==> src/hw/lvdiw_map.svh <==
`ifndef LVDIW_MAP_SVH
`define LVDIW_MAP_SVH

// ********************
// register byte offsets
// ********************
`define LVDIW_OFS_CTRL     12'h000
`define LVDIW_OFS_IRQCTL   12'h004
`define LVDIW_OFS_STATUS   12'h008
`define LVDIW_OFS_MASK     12'h00C
`define LVDIW_OFS_RETURN   12'h010

// ********************
// control register fields
// ********************
`define LVDIW_CTRL_THR_LSB 0
`define LVDIW_CTRL_BGEN    3
`define LVDIW_CTRL_EN      4
`define LVDIW_CTRL_FLAG    5
`define LVDIW_CTRL_RESET   6'h00

// ********************
// interrupt control fields
// ********************
`define LVDIW_IRQ_GLOBAL   0
`define LVDIW_IRQ_SRCEN    1
`define LVDIW_IRQ_GRPEN    2
`define LVDIW_IRQ_SRCFLAG  3
`define LVDIW_IRQ_GRPFLAG  4

// ********************
// status bits
// ********************
`define LVDIW_ST_IRQSET    0
`define LVDIW_ST_WAKE      1
`define LVDIW_ST_VECTOR    2
`define LVDIW_ST_W         3

// ********************
// timing
// ********************
`define LVDIW_CLK_MHZ      125
`define LVDIW_DELAY_US     45
`define LVDIW_DELAY_CYC    (`LVDIW_DELAY_US * `LVDIW_CLK_MHZ)

`endif

==> src/hw/lvdiw_pkg.sv <==
package lvdiw_pkg;
   typedef logic [2:0] lvdiw_thr_t;
   typedef enum logic {LVDIW_RET_PLAIN, LVDIW_RET_IRQ} lvdiw_ret_e;
endpackage : lvdiw_pkg

==> src/hw/lvdiw_top.sv <==
// What this block does
// - enable bit powers detector circuits
// - three-bit code selects trip level
// - code zero routes external pin
// - read-only flag shows low voltage
// - bandgap on for detector, reset, bit
// - control resets zero, upper bits zero
// - sleep forces detector off
// - flag follows comparator, no hysteresis
// - irq flag set after fixed delay
// - rising irq flag wakes device
// - irq flag sticks until cleared
// - vector needs all enables, stack room
// - service clears global and group flag
// - return restores, irq return re-enables
// - entry pushes only program counter
// - low voltage sets grouped irq flag when source enabled
`timescale 1ns/100ps
`default_nettype none
`include "lvdiw_map.svh"
module lvdiw_top
   import lvdiw_pkg::*;
#(
   parameter int DELAY_CYC = `LVDIW_DELAY_CYC
) (
   input  wire logic        mclk,        // system clock, 125 MHz
   input  wire logic        resetn,      // async reset, active low
   input  wire logic        psel,        // apb select
   input  wire logic        penable,     // apb access phase
   input  wire logic        pwrite,      // apb direction
   input  wire logic [11:0] paddr,       // apb byte address
   input  wire logic [31:0] pwdata,      // apb write data
   output logic      [31:0] prdata,      // apb read data
   output logic             pready,      // apb ready
   output logic             pslverr,     // apb error
   input  wire logic        compOut,     // analog comparator, async
   input  wire logic        sleepMode,   // device in sleep
   input  wire logic        idleMode,    // device in idle
   input  wire logic        lvrEnable,   // low voltage reset enabled
   input  wire logic        stackFull,   // return stack full
   input  wire logic        serviceAck,  // cpu took the vector
   input  wire logic        retStrobe,   // return executed
   input  wire logic        retKind,     // 1 irq return, 0 plain
   output logic             detPower,    // detector power enable
   output logic             pinSelect,   // 1 compare external pin
   output logic [2:0]       thrLevel,    // threshold code to analog
   output logic             bandgapOn,   // bandgap enable
   output logic             vectorReq,   // request to vector
   output logic             wakeUp,      // wake pulse
   output logic             pushPc,      // push program counter
   output logic             popPc,       // pop program counter
   output logic             irq          // level interrupt
);
   // ********************
   // storage
   // ********************
   lvdiw_thr_t thr_q;
   logic       bgEn_q;
   logic       detEn_q;
   logic       globalEn_q;
   logic       srcEn_q;
   logic       grpEn_q;
   logic       srcFlag_q;
   logic       grpFlag_q;
   logic       srcFlagDly_q;
   logic [`LVDIW_ST_W-1:0] status_q;
   logic [`LVDIW_ST_W-1:0] mask_q;
   logic       lvSync;
   logic       delayFire;
   logic       lvFlag;
   logic       wr;
   logic       rd;
   logic       mapped;
   logic       vectorTake;
   logic       wakeEdge;
   logic [31:0] rdMux;

   assign wr = psel && penable && pwrite && pready;
   assign rd = psel && !penable && !pwrite;

   always_comb begin
      mapped = 1'b1;
      case (paddr)
         `LVDIW_OFS_CTRL,
         `LVDIW_OFS_IRQCTL,
         `LVDIW_OFS_STATUS,
         `LVDIW_OFS_MASK,
         `LVDIW_OFS_RETURN: mapped = 1'b1;
         default:           mapped = 1'b0;
      endcase
   end

   // ********************
   // comparator path
   // ********************
   lvdiw_sync u_sync (
      .mclk    (mclk),
      .resetn  (resetn),
      .asyncIn (compOut),
      .syncOut (lvSync)
   );

   // flag is the synchronised compare while powered, filtered until stages two and three agree
   assign lvFlag = lvSync && detEn_q && !sleepMode;

   lvdiw_delay #(
      .DELAY (DELAY_CYC)
   ) u_delay (
      .mclk   (mclk),
      .resetn (resetn),
      .level  (lvFlag),
      .fire   (delayFire)
   );

   // ********************
   // control register
   // ********************
   always_ff @(posedge mclk or negedge resetn) begin
      if (!resetn) begin
         thr_q   <= 3'h0;
         bgEn_q  <= 1'b0;
         detEn_q <= 1'b0;
      end else if (wr && paddr == `LVDIW_OFS_CTRL) begin
         thr_q   <= pwdata[`LVDIW_CTRL_THR_LSB +: 3];
         bgEn_q  <= pwdata[`LVDIW_CTRL_BGEN];
         detEn_q <= pwdata[`LVDIW_CTRL_EN];
      end
   end

   // ********************
   // analog controls
   // ********************
   // sleep gates power here, so the analog side needs no mode input
   always_ff @(posedge mclk or negedge resetn) begin
      if (!resetn) begin
         detPower <= 1'b0;
      end else begin
         detPower <= detEn_q && !sleepMode;
      end
   end

   always_ff @(posedge mclk or negedge resetn) begin
      if (!resetn) begin
         pinSelect <= 1'b0;
      end else begin
         pinSelect <= (thr_q == 3'h0);
      end
   end

   always_ff @(posedge mclk or negedge resetn) begin
      if (!resetn) begin
         thrLevel <= 3'h0;
      end else begin
         thrLevel <= thr_q;
      end
   end

   always_ff @(posedge mclk or negedge resetn) begin
      if (!resetn) begin
         bandgapOn <= 1'b0;
      end else begin
         bandgapOn <= detEn_q || lvrEnable || bgEn_q;
      end
   end

   // ********************
   // interrupt enables and flags
   // ********************
   assign vectorTake = globalEn_q && srcEn_q && grpEn_q && grpFlag_q
                       && !stackFull;

   always_ff @(posedge mclk or negedge resetn) begin
      if (!resetn) begin
         srcEn_q <= 1'b0;
      end else if (wr && paddr == `LVDIW_OFS_IRQCTL) begin
         srcEn_q <= pwdata[`LVDIW_IRQ_SRCEN];
      end
   end

   always_ff @(posedge mclk or negedge resetn) begin
      if (!resetn) begin
         grpEn_q <= 1'b0;
      end else if (wr && paddr == `LVDIW_OFS_IRQCTL) begin
         grpEn_q <= pwdata[`LVDIW_IRQ_GRPEN];
      end
   end

   // hardware clear on service, set on irq return; cpu events beat writes
   always_ff @(posedge mclk or negedge resetn) begin
      if (!resetn) begin
         globalEn_q <= 1'b0;
      end else if (serviceAck) begin
         globalEn_q <= 1'b0;
      end else if (retStrobe) begin
         if (lvdiw_ret_e'(retKind) == LVDIW_RET_IRQ) begin
            globalEn_q <= 1'b1;
         end
      end else if (wr && paddr == `LVDIW_OFS_IRQCTL) begin
         globalEn_q <= pwdata[`LVDIW_IRQ_GLOBAL];
      end
   end

   // source flag: set wins over software clear, kept through service
   always_ff @(posedge mclk or negedge resetn) begin
      if (!resetn) begin
         srcFlag_q <= 1'b0;
      end else if (delayFire) begin
         srcFlag_q <= 1'b1;
      end else if (wr && paddr == `LVDIW_OFS_IRQCTL) begin
         srcFlag_q <= pwdata[`LVDIW_IRQ_SRCFLAG];
      end
   end

   // group flag mirrors an enabled source request; service clears it
   always_ff @(posedge mclk or negedge resetn) begin
      if (!resetn) begin
         grpFlag_q <= 1'b0;
      end else if (delayFire && srcEn_q) begin
         grpFlag_q <= 1'b1;
      end else if (serviceAck) begin
         grpFlag_q <= 1'b0;
      end else if (wr && paddr == `LVDIW_OFS_IRQCTL) begin
         grpFlag_q <= pwdata[`LVDIW_IRQ_GRPFLAG];
      end
   end

   // ********************
   // wake-up and cpu handshake
   // ********************
   assign wakeEdge = srcFlag_q && !srcFlagDly_q;

   always_ff @(posedge mclk or negedge resetn) begin
      if (!resetn) begin
         srcFlagDly_q <= 1'b0;
         wakeUp       <= 1'b0;
      end else begin
         srcFlagDly_q <= srcFlag_q;
         // enables play no part here
         wakeUp <= wakeEdge && (sleepMode || idleMode);
      end
   end

   always_ff @(posedge mclk or negedge resetn) begin
      if (!resetn) begin
         vectorReq <= 1'b0;
      end else begin
         vectorReq <= vectorTake && !serviceAck;
      end
   end

   // only the program counter is saved; the handler keeps the rest
   always_ff @(posedge mclk or negedge resetn) begin
      if (!resetn) begin
         pushPc <= 1'b0;
      end else begin
         pushPc <= serviceAck;
      end
   end

   always_ff @(posedge mclk or negedge resetn) begin
      if (!resetn) begin
         popPc <= 1'b0;
      end else begin
         popPc <= retStrobe;
      end
   end

   // ********************
   // event status and interrupt line
   // ********************
   always_ff @(posedge mclk or negedge resetn) begin
      if (!resetn) begin
         status_q <= 3'h0;
      end else begin
         for (int i = 0; i < `LVDIW_ST_W; i++) begin
            if ((i == `LVDIW_ST_IRQSET && delayFire)
                || (i == `LVDIW_ST_WAKE && wakeEdge)
                || (i == `LVDIW_ST_VECTOR && serviceAck)) begin
               status_q[i] <= 1'b1;
            end else if (wr && paddr == `LVDIW_OFS_STATUS && pwdata[i]) begin
               status_q[i] <= 1'b0;
            end
         end
      end
   end

   always_ff @(posedge mclk or negedge resetn) begin
      if (!resetn) begin
         mask_q <= 3'h0;
      end else if (wr && paddr == `LVDIW_OFS_MASK) begin
         mask_q <= pwdata[`LVDIW_ST_W-1:0];
      end
   end

   always_ff @(posedge mclk or negedge resetn) begin
      if (!resetn) begin
         irq <= 1'b0;
      end else begin
         irq <= |(status_q & mask_q);
      end
   end

   // ********************
   // apb slave: no wait states, read data latched in setup
   // ********************
   always_comb begin
      rdMux = 32'h0000_0000;
      case (paddr)
         `LVDIW_OFS_CTRL: begin
            // upper bits stay zero
            rdMux[`LVDIW_CTRL_THR_LSB +: 3] = thr_q;
            rdMux[`LVDIW_CTRL_BGEN]         = bgEn_q;
            rdMux[`LVDIW_CTRL_EN]           = detEn_q;
            rdMux[`LVDIW_CTRL_FLAG]         = lvFlag;
         end
         `LVDIW_OFS_IRQCTL: begin
            rdMux[`LVDIW_IRQ_GLOBAL]  = globalEn_q;
            rdMux[`LVDIW_IRQ_SRCEN]   = srcEn_q;
            rdMux[`LVDIW_IRQ_GRPEN]   = grpEn_q;
            rdMux[`LVDIW_IRQ_SRCFLAG] = srcFlag_q;
            rdMux[`LVDIW_IRQ_GRPFLAG] = grpFlag_q;
         end
         `LVDIW_OFS_STATUS: rdMux[`LVDIW_ST_W-1:0] = status_q;
         `LVDIW_OFS_MASK:   rdMux[`LVDIW_ST_W-1:0] = mask_q;
         default:           rdMux = 32'h0000_0000;
      endcase
   end

   always_ff @(posedge mclk or negedge resetn) begin
      if (!resetn) begin
         pready  <= 1'b0;
         pslverr <= 1'b0;
         prdata  <= 32'h0000_0000;
      end else begin
         pready  <= psel && !penable;
         pslverr <= psel && !penable && !mapped;
         if (rd) begin
            prdata <= rdMux;
         end
      end
   end
endmodule : lvdiw_top
`default_nettype wire

==> src/hw/lvdiw_sync.sv <==
`timescale 1ns/100ps
`default_nettype none
// three-stage input capture; a change counts once stages two and three agree
module lvdiw_sync (
   input  wire logic mclk,     // system clock
   input  wire logic resetn,   // async reset, active low
   input  wire logic asyncIn,  // raw comparator level
   output logic      syncOut   // filtered level
);
   logic [2:0] stage_q;

   always_ff @(posedge mclk or negedge resetn) begin
      if (!resetn) begin
         stage_q <= 3'h0;
      end else begin
         stage_q <= {stage_q[1:0], asyncIn};
      end
   end

   // stage 0 is read only by stage 1
   always_ff @(posedge mclk or negedge resetn) begin
      if (!resetn) begin
         syncOut <= 1'b0;
      end else if (stage_q[1] == stage_q[2]) begin
         syncOut <= stage_q[2];
      end
   end
endmodule : lvdiw_sync
`default_nettype wire

==> src/hw/lvdiw_delay.sv <==
`timescale 1ns/100ps
`default_nettype none
// counts a qualified level for DELAY cycles, then pulses once
module lvdiw_delay #(
   parameter int DELAY = 5625
) (
   input  wire logic mclk,    // system clock
   input  wire logic resetn,  // async reset, active low
   input  wire logic level,   // low-voltage level, already synchronised
   output logic      fire     // one-cycle pulse after the delay
);
   localparam int CW = $clog2(DELAY + 1);
   logic [CW-1:0] count_q;

   always_ff @(posedge mclk or negedge resetn) begin
      if (!resetn) begin
         count_q <= '0;
         fire    <= 1'b0;
      end else if (!level) begin
         // any dip restarts the wait, so a chattering flag needs a full delay
         count_q <= '0;
         fire    <= 1'b0;
      end else if (count_q != CW'(DELAY)) begin
         count_q <= count_q + CW'(1);
         fire    <= (count_q == CW'(DELAY - 1));
      end else begin
         fire    <= 1'b0;
      end
   end
endmodule : lvdiw_delay
`default_nettype wire

==> config.mk <==
export PLATFORM = sky130hd
export DESIGN_NAME = lvdiw_top
export DESIGN_NICKNAME = d
export VERILOG_FILES = /design/src/hw/lvdiw_pkg.sv /design/src/hw/lvdiw_top.sv /design/src/hw/lvdiw_sync.sv /design/src/hw/lvdiw_delay.sv
export VERILOG_INCLUDE_DIRS = /design/src /design/src/hw
export SDC_FILE = /design/constraint.sdc
export NUM_CORES = 1
export LEC_CHECK = 0
export BUFFER_PORTS_ARGS = -buffer_cell sky130_fd_sc_hd__buf_2
export CAP_MARGIN = 10
export CORE_ASPECT_RATIO = 1.25
export CORE_UTILIZATION = 25
export CTS_CLUSTER_DIAMETER = 40
export DETAILED_ROUTE_END_ITERATION = 10
export PLACE_DENSITY = 0.46
export SLEW_MARGIN = 20
export SYNTH_ARGS = -nofsm -noshare
export SYNTH_HDL_FRONTEND = slang
export SYNTH_SLANG_ARGS = --single-unit
==> constraint.sdc <==
create_clock -name mclk -period 1.48 [get_ports mclk]
set_clock_uncertainty 0.15 [all_clocks]
set_input_delay 0.296 -clock mclk [delete_from_list [all_inputs] [get_ports mclk]]
set_output_delay 0.296 -clock mclk [all_outputs]
set_load 0.005 [all_outputs]
==> impl_results.md, run 1 <==
- Clk slew on worst S/H paths: 0.07 ns
- I/O Pins: 102
- RSZ-0062 raised after global routing: true
- WL final: 5750 um
- Pre-CTS WS: -0.835 ns
- Ys flop type: dfrtp_1
- Leak: 0.00162 uW
- Clock sink count: 54
- Failing checks: negative setup slack
- First-pass GRT wire length: 9250 um
- Crit path DAT: 1.91 ns
- Met1 wire length: 2270 um
- Wire per inst: 13.1 um
- Synth Register Bits: 54
- Crit path max-delay cell type: or4_4
- Hold path start: sleepMode
- Post-synthesis instance area: 2530 sq um
- Critical Path Max Stage Delay: 0.59 ns
- Via density per instance: 4.28
- Root Buffer: clkbuf_16
- Setup crit end kind: flop
- Die Y: 114 um
- Reg-to-Reg End: mask_q[0]
- CTS buffer count: 5
- DIE AREA: 10,500 sq um
- WHS Endpoint: detPower
- Largest net degree at the start of global routing: 55
- WHS Path Cells: 2
- FF-to-FF Start: pready
- Most frequent CP cell: or4_4
- Tmin final: 1.84 ns
- Total track usage: 0.115
- Max-slew violation count: 0
- Skew-Pair Late Insertion Delay: 0.29 ns
- Final HPWL DP: 4230 um
- Min-Delay Path Class: in -> reg
- CTS H-tree lvls: 2
- Status: finished, violations left
- Worst-path fanout max: 5
- Gr ovfl total: 0
- Nets: 371
- R2R setup slack: -0.28 ns
- Vias in the first global route: 1,888
- Initial Util: 0.260
- Max_cap viols: 0
- Seq/Total Area, Yosys: 0.535
- Critical path, cell by cell: buf_6 -> or4_4 -> or3_4 -> or4_4 -> o21ai_2
- CORE AREA: 9710 sq um
- Clk buf depth: 2
- Diode count: 0
- Avg Inst Size Synth: 10.9 sq um
- Setup slack after layout: -0.364 ns
- WP buf/inv: 1
- Ys async rst share: 1.00
- WS Path Type: in -> reg
- Routed wl met2: 3250 um
- Drt initial violations: 19
- Detail Route Antenna Nets: 0
- Critical path depth: 5
- Max Used Layer: met4
- Die span in x: 91.9 um
- Worst IR Drop VDD: 0.000449 V
- First-pass iteration count of the detailed router: 4
- Final core occ: 0.349
- Row count: 40
- Metal3 WL: 206 um
- Share of layout cells above drive strength 1: 0.397
- Post-synth cell types: 39
- Fmax achieved: 542 MHz
- Antenna violations before repair: 0
- I/O Buffers: 48
- Pwr/cell area: 859 nW/um^2
- Final TNS setup: -6.40 ns
- CTS tree: done
- Mapped Cells: 231
- DRC: 0
- Post-synth EDFFs: 0
- Synth-to-Final Area Change: 34.0%
- CP startpoint kind: primary input
- GPL Wtd Cong: 0.769
- Tot Pwr: 2910 uW
- Top delay family on crit path: simple AND/OR/NAND/NOR gates
- Worst Reg-to-Reg Cells: 5
- Worst Path Required: 1.55 ns
- Vias: 1,874
- Final setup viols: 23
- Final period utilization: 1.25
- Yosys warnings: 0
- Hold Vio Cnt, Final: 0
## kinds of logic after synthesis
| kind of cell | after synthesis | synth area share |
|---|---|---|
| buffers and inverters | 39 | 0.0976 |
| other | 1 | 0.00148 |
| AO/OA/AOI/OAI | 26 | 0.0644 |
| XOR/XNOR | 8 | 0.0277 |
| flip-flops | 54 | 0.535 |
| adder cells (fa/ha/maj) | 4 | 0.0188 |
| AND/OR/NAND/NOR | 85 | 0.181 |
| multiplexers | 14 | 0.0743 |
## metal layers
metal | vias up | GRT usage
met1 | 911 | 0.121
met5 | - | 0
met3 | 2 | 0.0259
li1 | 919 | -
met4 | 0 | 0.0313
met2 | 42 | 0.226
## how the worst max path moves through the flow
| stage | endpoint | start |
|---|---|---|
| 6_report | prdata[5] | paddr[5] |
| 4_1_cts | prdata[5] | paddr[5] |
| 3_3_place_gp | grpFlag_q | paddr[9] |
| 2_1_floorplan | mask_q[0] | paddr[9] |
| 3_5_place_dp | grpFlag_q | paddr[9] |
| 5_1_grt | prdata[5] | paddr[5] |
## area by class of cell
cell class	instances	area [sq um]
Fill cell	1020	6320
Sequential cell	54	1350
Multi-Input combinational cell	163	1160
Timing Repair Buffer	80	529
Tap cell	126	158
Clock buffer	6	139
Inverter	7	26.3
Clock inverter	2	16.3
## report_power, final
part | internal [uW] | total [uW] | switching [uW]
Combinational | 84.4 | 193 | 108
Sequential | 1490 | 1500 | 7.53
Clock | 680 | 1220 | 538
## state kept, by name (all words and copies together), names as in the netlist, 3 cells and up
name	flops
thr_q	3
status_q	3
thrLevel	3
u_sync.stage_q	3
u_delay.count_q	13
mask_q	3
prdata	6
## Yosys cell counts, drive strengths merged (4+ instances only)
master	instances	area, sq um
nand3	8	40.0
dfrtp	54	1350
a21oi	6	30.0
o21ai	10	50.1
and3	4	25.0
nand2	19	71.3
nor2	12	45.0
nand4	6	37.5
nor2b	4	25.0
or4	4	30.0
nor3	7	35.0
clkbuf	4	15.0
buf	28	205
mux2	8	90.1
xor2	6	52.6
nand2b	6	37.5
inv	7	26.3
or3	4	25.0
## timing repair
item	CTS	global route
hold buffers	4	0
gates resized for setup	12	18
endpoints found under the setup margin	25	28
setup buffers	0	5
pin swaps	10	11
hold endpoints to repair	57	0
## placed cells by master, fill, tap and decap left out, types with 2 or more instances in the layout
cell type / n
and4_1: 2
buf_6: 5
nor3_1: 4
xor2_1: 6
buf_2: 45
or3_1: 3
a21o_1: 3
mux2_2: 8
or4_4: 4
o21ai_0: 4
and3_1: 2
dlygate4sd3_1: 4
conb_1: 26
nand3_1: 7
and3_4: 2
nand2b_1: 5
o21ai_2: 2
a21oi_1: 4
mux2i_1: 3
o21ai_1: 4
inv_1: 7
buf_4: 25
nor2b_1: 4
mux4_2: 3
nand4_1: 6
nor2_1: 12
clkbuf_16: 5
dfrtp_1: 53
o41ai_2: 2
xnor2_1: 2
nor4_2: 2
nor3_2: 3
nand2_2: 2
a21oi_2: 2
nand2_1: 17
ha_1: 2
## through the flow
step	hold slack, ns	cell area, sq um	cells
finish	0.0330	3390	438
global route	0.0244	3390	438
CTS	0.0266	3280	433
detailed placement	0.173	3020	421
global placement	0.169	3020	421
floorplan	-0.150	2670	256
## worst reg2reg max path, stage by stage (launching register included)
cell and delay, ns:
dfrtp_1 0.36, nand4_1 0.20, buf_4 0.20, nor4_2 0.17, and3_4 0.24, mux2_2 0.33
No activity file was read; power rests on OpenSTA's default activity.
==> run 2, diff against run 1 <==
--- a/config.mk
+++ b/config.mk
@@ -12,6 +12,7 @@
 export CORE_UTILIZATION = 25
 export CTS_CLUSTER_DIAMETER = 40
 export DETAILED_ROUTE_END_ITERATION = 10
+export MAX_ROUTING_LAYER = met4
 export PLACE_DENSITY = 0.46
 export SLEW_MARGIN = 20
 export SYNTH_ARGS = -nofsm -noshare
==> run 2 against run 1 <==
- the run still ends with negative setup slack left
- combinational power about the same
- worst hold slack worse by 0.00051 ns
- sequential power about the same
- first-iteration DRC count up 84%
- sequential cell count unchanged
- cell area unchanged
- critical endpoint unchanged
- clock power about the same
- via count up 0.16%
==> impl_results.md, run 2 (synthesis results as in run 1) <==
- WHS: 0.0325 ns (-0.000509 ns)
- First-pass GRT wire length: 9230 um (-0.15%)
- RSZ-0062 raised after global routing: true
- I/O Buffers: 48 (unchanged)
- Drt initial violations: 35 (+16)
- Final setup viols: 23 (unchanged)
- Crit path max-delay cell type: or4_4
- Crit path DAT: 1.91 ns (about the same)
- Gr ovfl total: 0 (unchanged)
- Leak: 0.00162 uW (unchanged)
- CTS buffer count: 5 (unchanged)
- Initial Util: 0.260 (unchanged)
- GPL Wtd Cong: 0.779 (+1.4%)
- Max-slew violation count: 0 (unchanged)
- Critical Path Max Stage Delay: 0.59 ns (about the same)
- Via density per instance: 4.29 (+0.16%)
- DIE AREA: 10,500 sq um (unchanged)
- Antenna violations before repair: 0 (unchanged)
- Worst-path fanout max: 5 (unchanged)
- Largest net degree at the start of global routing: 55 (unchanged)
- Setup slack after layout: -0.364 ns (+0.000121 ns)
- DRC: 0 (unchanged)
- Top delay family on crit path: simple AND/OR/NAND/NOR gates
- Detail Route Antenna Nets: 0 (unchanged)
- Die span in x: 91.9 um (unchanged)
- Hold Vio Cnt, Final: 0 (unchanged)
- Share of layout cells above drive strength 1: 0.397 (unchanged)
- Critical path depth: 5 (unchanged)
- I/O Pins: 102 (unchanged)
- Tot Pwr: 2910 uW (+0.12%)
- Tmin final: 1.84 ns (-0.000121 ns)
- Most common cell after layout, fill and taps aside: dfrtp_1
- Most frequent CP cell: or4_4
- Most frequent cells in the layout: dfrtp_1 (53), buf_2 (45), conb_1 (26), buf_4 (25), nand2_1 (17)
- Worst Reg-to-Reg Cells: 5 (unchanged)
- Nets: 371 (unchanged)
- Final period utilization: 1.25 (about the same)
- WHS Path Cells: 2 (unchanged)
- Clk slew on worst S/H paths: 0.07 ns (about the same)
- Fin cells: 438 (unchanged)
- Clock sink count: 54 (unchanged)
- WS Path Type: in -> reg
- Max reg flops: 13 (unchanged)
- Wire per inst: 13.1 um (+0.14%)
- Largest reg by FF count: u_delay.count_q
- WP buf/inv: 1 (unchanged)
- Vias: 1,877 (+0.16%)
- Final TNS setup: -6.42 ns (-0.0143 ns)
- Die Y: 114 um (unchanged)
- Clk buf depth: 2 (unchanged)
- Min-Delay Path Class: in -> reg
- CTS H-tree lvls: 2 (unchanged)
- CTS tree: done
- Synth-to-Final Area Change: 34.0% (unchanged)
- Skew-Pair Late Insertion Delay: 0.29 ns (about the same)
- Fmax achieved: 542 MHz (about the same)
- Placed cells: 421 (unchanged)
- WL final: 5760 um (+0.14%)
- Status: finished, violations left
- Worst Path Required: 1.55 ns (about the same)
- Pwr/cell area: 860 nW/um^2 (+0.12%)
- Final HPWL DP: 4230 um (unchanged)
- Largest registers: u_delay.count_q (13), prdata (6)
- Diode count: 0 (unchanged)
- Failing checks: negative setup slack
- Row count: 40 (unchanged)
- Total track usage: 0.118 (+0.00341)
- Worst IR Drop VDD: 0.000452 V (+0.70%)
- Setup crit end kind: flop
- Pre-CTS WS: -0.835 ns (unchanged)
- Max_cap viols: 0 (unchanged)
- Root Buffer: clkbuf_16
- Critical path, cell by cell: buf_6 -> or4_4 -> or3_4 -> or4_4 -> o21ai_2
- Vias in the first global route: 1,893 (+0.26%)
- CP startpoint kind: primary input
- CORE AREA: 9710 sq um (unchanged)
- First-pass iteration count of the detailed router: 4 (unchanged)
==> run 2: cell counts in the layout (fill, tap and decap cells not counted) <==
No cell type changed its count.
==> run 2: layer usage <==
layer	global-route usage	up-vias	routed length, um
met5	-	-	0
met1	0.121	915	2290
met3	0.0259	2	207
met4	0.0313	0	24
li1	-	918	-
met2	0.226	42	3240
==> run 2: cell type report <==
cell class / instances / area [sq um]
Clock inverter: 2 / 16.3
Tap cell: 126 / 158
Multi-Input combinational cell: 163 / 1160
Clock buffer: 6 / 139
Inverter: 7 / 26.3
Fill cell: 1020 / 6320
Timing Repair Buffer: 80 / 529
Sequential cell: 54 / 1350
==> run 2: where the power goes <==
group	switching [uW]	total, uW	internal [uW]
combinational	108	193	84.4
clock	542	1220	681
sequential	7.52	1500	1490
total	658	2910	2250
==> run 2: metrics by stage <==
stage                      util  instance area, sq um
final                     0.349                  3390
after global routing      0.349                  3390
after CTS                 0.337                  3280
after detailed placement  0.311                  3020
after global placement    0.311                  3020
after floorplan               -                  2670
==> run 2: worst paths after layout <==
kind,start,endpoint,slack [ns]
setup / recovery,paddr[5],prdata[5],-0.36
hold / removal,sleepMode,detPower,0.03
setup reg to reg,pready,mask_q[0],-0.28
hold reg to reg,u_sync.stage_q[0],u_sync.stage_q[1],0.20
max in group asynchronous,resetn,u_delay.count_q[4],0.54
min in group asynchronous,resetn,wakeUp,0.38
==> run 2: repair_timing <==
action,CTS,global route
endpoints found under the setup margin,25,28
buffers inserted,0,5
resized for setup,12,18
pin swaps,10,11
hold endpoints to repair,57,0
hold buffers,4,0
==> run 3, diff against run 2 <==
--- a/config.mk
+++ b/config.mk
@@ -6,14 +6,14 @@
 export SDC_FILE = /design/constraint.sdc
 export NUM_CORES = 1
 export LEC_CHECK = 0
-export BUFFER_PORTS_ARGS = -buffer_cell sky130_fd_sc_hd__buf_2
 export CAP_MARGIN = 10
 export CORE_ASPECT_RATIO = 1.25
 export CORE_UTILIZATION = 25
 export CTS_CLUSTER_DIAMETER = 40
 export DETAILED_ROUTE_END_ITERATION = 10
+export DONT_BUFFER_PORTS = 1
 export MAX_ROUTING_LAYER = met4
-export PLACE_DENSITY = 0.46
+export PLACE_DENSITY = 0.37
 export SLEW_MARGIN = 20
 export SYNTH_ARGS = -nofsm -noshare
 export SYNTH_HDL_FRONTEND = slang
==> run 3 against run 2 <==
- the run ends with negative hold slack, negative setup slack left
- routed wire length is 3.6% higher
- first-iteration DRC count is 77% higher
- utilization is 1.5 points lower
- critical path depth is 1 lower
- combinational power is 43% lower
- maximum frequency is 7.4% higher
- cell area is 4.4% lower
- final cell count is 9.6% lower
- sequential power hardly changed
- critical path type unchanged
- critical endpoint is now mask_q[2]
- largest power group unchanged
==> impl_results.md, run 3 (synthesis results as in run 1) <==
- Drt initial violations: 62 (+77%)
- Metal3 WL: 155 um (-25%)
- Max reg flops: 13 (unchanged)
- Die Y: 114 um (unchanged)
- WS Path Type: in -> reg
- Setup slack after layout: -0.237 ns (+0.127 ns)
- Setup crit end kind: flop
- Failing checks: negative hold slack, negative setup slack
- Share of layout cells above drive strength 1: 0.296 (-0.101)
- Via density per instance: 4.36 (+1.8%)
- Gr ovfl total: 0 (unchanged)
- Placed cells: 373 (-11%)
- RSZ-0062 raised after global routing: true
- Most common cell after layout, fill and taps aside: dfrtp_1
- Final period utilization: 1.16 (-0.0860)
- Detail Route Antenna Nets: 0 (unchanged)
- Post-CTS Hold Buffers: 13 (+9)
- Tot Pwr: 2800 uW (-3.7%)
- Worst IR Drop VDD: 0.000491 V (+8.6%)
- First-pass GRT wire length: 9510 um (+3.0%)
- Final core occ: 0.334 (-0.0152)
- Initial Util: 0.260 (unchanged)
- Pre-CTS WS: -0.647 ns (+0.188 ns)
- Worst Path Required: 1.52 ns (-0.03 ns)
- Final setup viols: 24 (+4.3%)
- Root Buffer: clkbuf_16
- Fin cells: 396 (-9.6%)
- CTS buffer count: 5 (unchanged)
- I/O Buffers: 0 (-100%)
- Skew-Pair Late Insertion Delay: 0.30 ns (about the same)
- Clk buf depth: 2 (unchanged)
- Largest registers: u_delay.count_q (13), prdata (6)
- Pwr/cell area: 866 nW/um^2 (+0.70%)
- Min-Delay Path Class: in -> async
- Largest net degree at the start of global routing: 55 (unchanged)
- Tmin final: 1.72 ns (-0.127 ns)
- CTS H-tree lvls: 2 (unchanged)
- Vias in the first global route: 1,779 (-6.0%)
- Most frequent cells in the layout: dfrtp_1 (54), conb_1 (26), buf_4 (21), nand2_1 (15)
- Crit path DAT: 1.75 ns (-0.16 ns)
- Antenna violations before repair: 0 (unchanged)
- First-pass iteration count of the detailed router: 4 (unchanged)
- WL final: 5960 um (+3.6%)
- Worst-path fanout max: 6 (+1)
- R2R setup slack: -0.19 ns (+0.09 ns)
- Fmax achieved: 582 MHz (+7.4%)
- Vias: 1,728 (-7.9%)
- CORE AREA: 9710 sq um (unchanged)
- Total track usage: 0.123 (+0.00459)
- Row count: 40 (unchanged)
- Status: finished, violations left
- Final HPWL DP: 4210 um (-0.49%)
- CP startpoint kind: primary input
- WHS: -0.465 ns (-0.497 ns)
- Clock sink count: 54 (unchanged)
- DRC: 0 (unchanged)
- DIE AREA: 10,500 sq um (unchanged)
- Wire per inst: 15.1 um (+15%)
- Max Used Layer: met4
- Largest reg by FF count: u_delay.count_q
- Nets: 329 (-11%)
- Clk slew on worst S/H paths: 0.07 ns (about the same)
- Synth-to-Final Area Change: 28.2%
- Max_cap viols: 0 (unchanged)
- Die span in x: 91.9 um (unchanged)
- CTS tree: done
- I/O Pins: 102 (unchanged)
- Max-slew violation count: 0 (unchanged)
- GPL Wtd Cong: 0.728 (-6.6%)
- Diode count: 0 (unchanged)
- Leak: 0.00148 uW (-8.5%)
- Hold Vio Cnt, Final: 54 (+54)
- Routed wl met2: 3290 um (+1.6%)
- Met1 wire length: 2450 um (+6.9%)
## run 3: per-stage QoR
stage               area, sq um  TNS (ns)
floorplan                  2670     -9.23
global placement           2770    -11.25
detailed placement         2770    -11.20
CTS                        3140     -3.70
global route               3240     -4.80
finish                     3240     -3.64
## run 3: power by group
group / switching, uW / internal [uW]
Combinational: 54.5 / 55.5
Sequential: 9.58 / 1490
Clock: 567 / 629
## run 3: layer usage
| metal | vias up | global-route usage |
|---|---|---|
| li1 | 830 | - |
| met2 | 30 | 0.222 |
| met4 | 0 | 0.0344 |
| met1 | 861 | 0.135 |
| met5 | - | - |
| met3 | 7 | 0.0266 |
## run 3: final timing paths
check                                   from            endpoint  cells after the start
setup / recovery                    paddr[9]           mask_q[2]                      4
hold / removal                        resetn           prdata[1]                      0
hold reg to reg            u_sync.stage_q[0]   u_sync.stage_q[1]                      0
setup reg to reg                      pready           mask_q[2]                      5
max in group asynchronous             resetn  u_delay.count_q[3]                      0
min in group mclk                  retStrobe          globalEn_q                      2
## run 3: timing repair
action / 4_1_cts / 5_1_grt
buffers inserted: 2 / 0
endpoints found under the setup margin: 29 / 32
endpoints found under the hold margin: 76 / 54
pin swaps: 6 / 11
resized for setup: 15 / 25
## run 3: critical path, cell delays in order
cell and delay, ns:
or4_4 0.58, nor4_2 0.30, and3_4 0.24, mux2_2 0.33
## run 3: area by class of cell
class / count / area, sq um
tap: 126 / 158
fill: 1032 / 6470
sequential: 54 / 1350
clock buffer: 5 / 125
clock inverter: 3 / 21.3
timing repair buffer: 38 / 335
inverter: 7 / 26.3
multi-input combinational: 163 / 1220
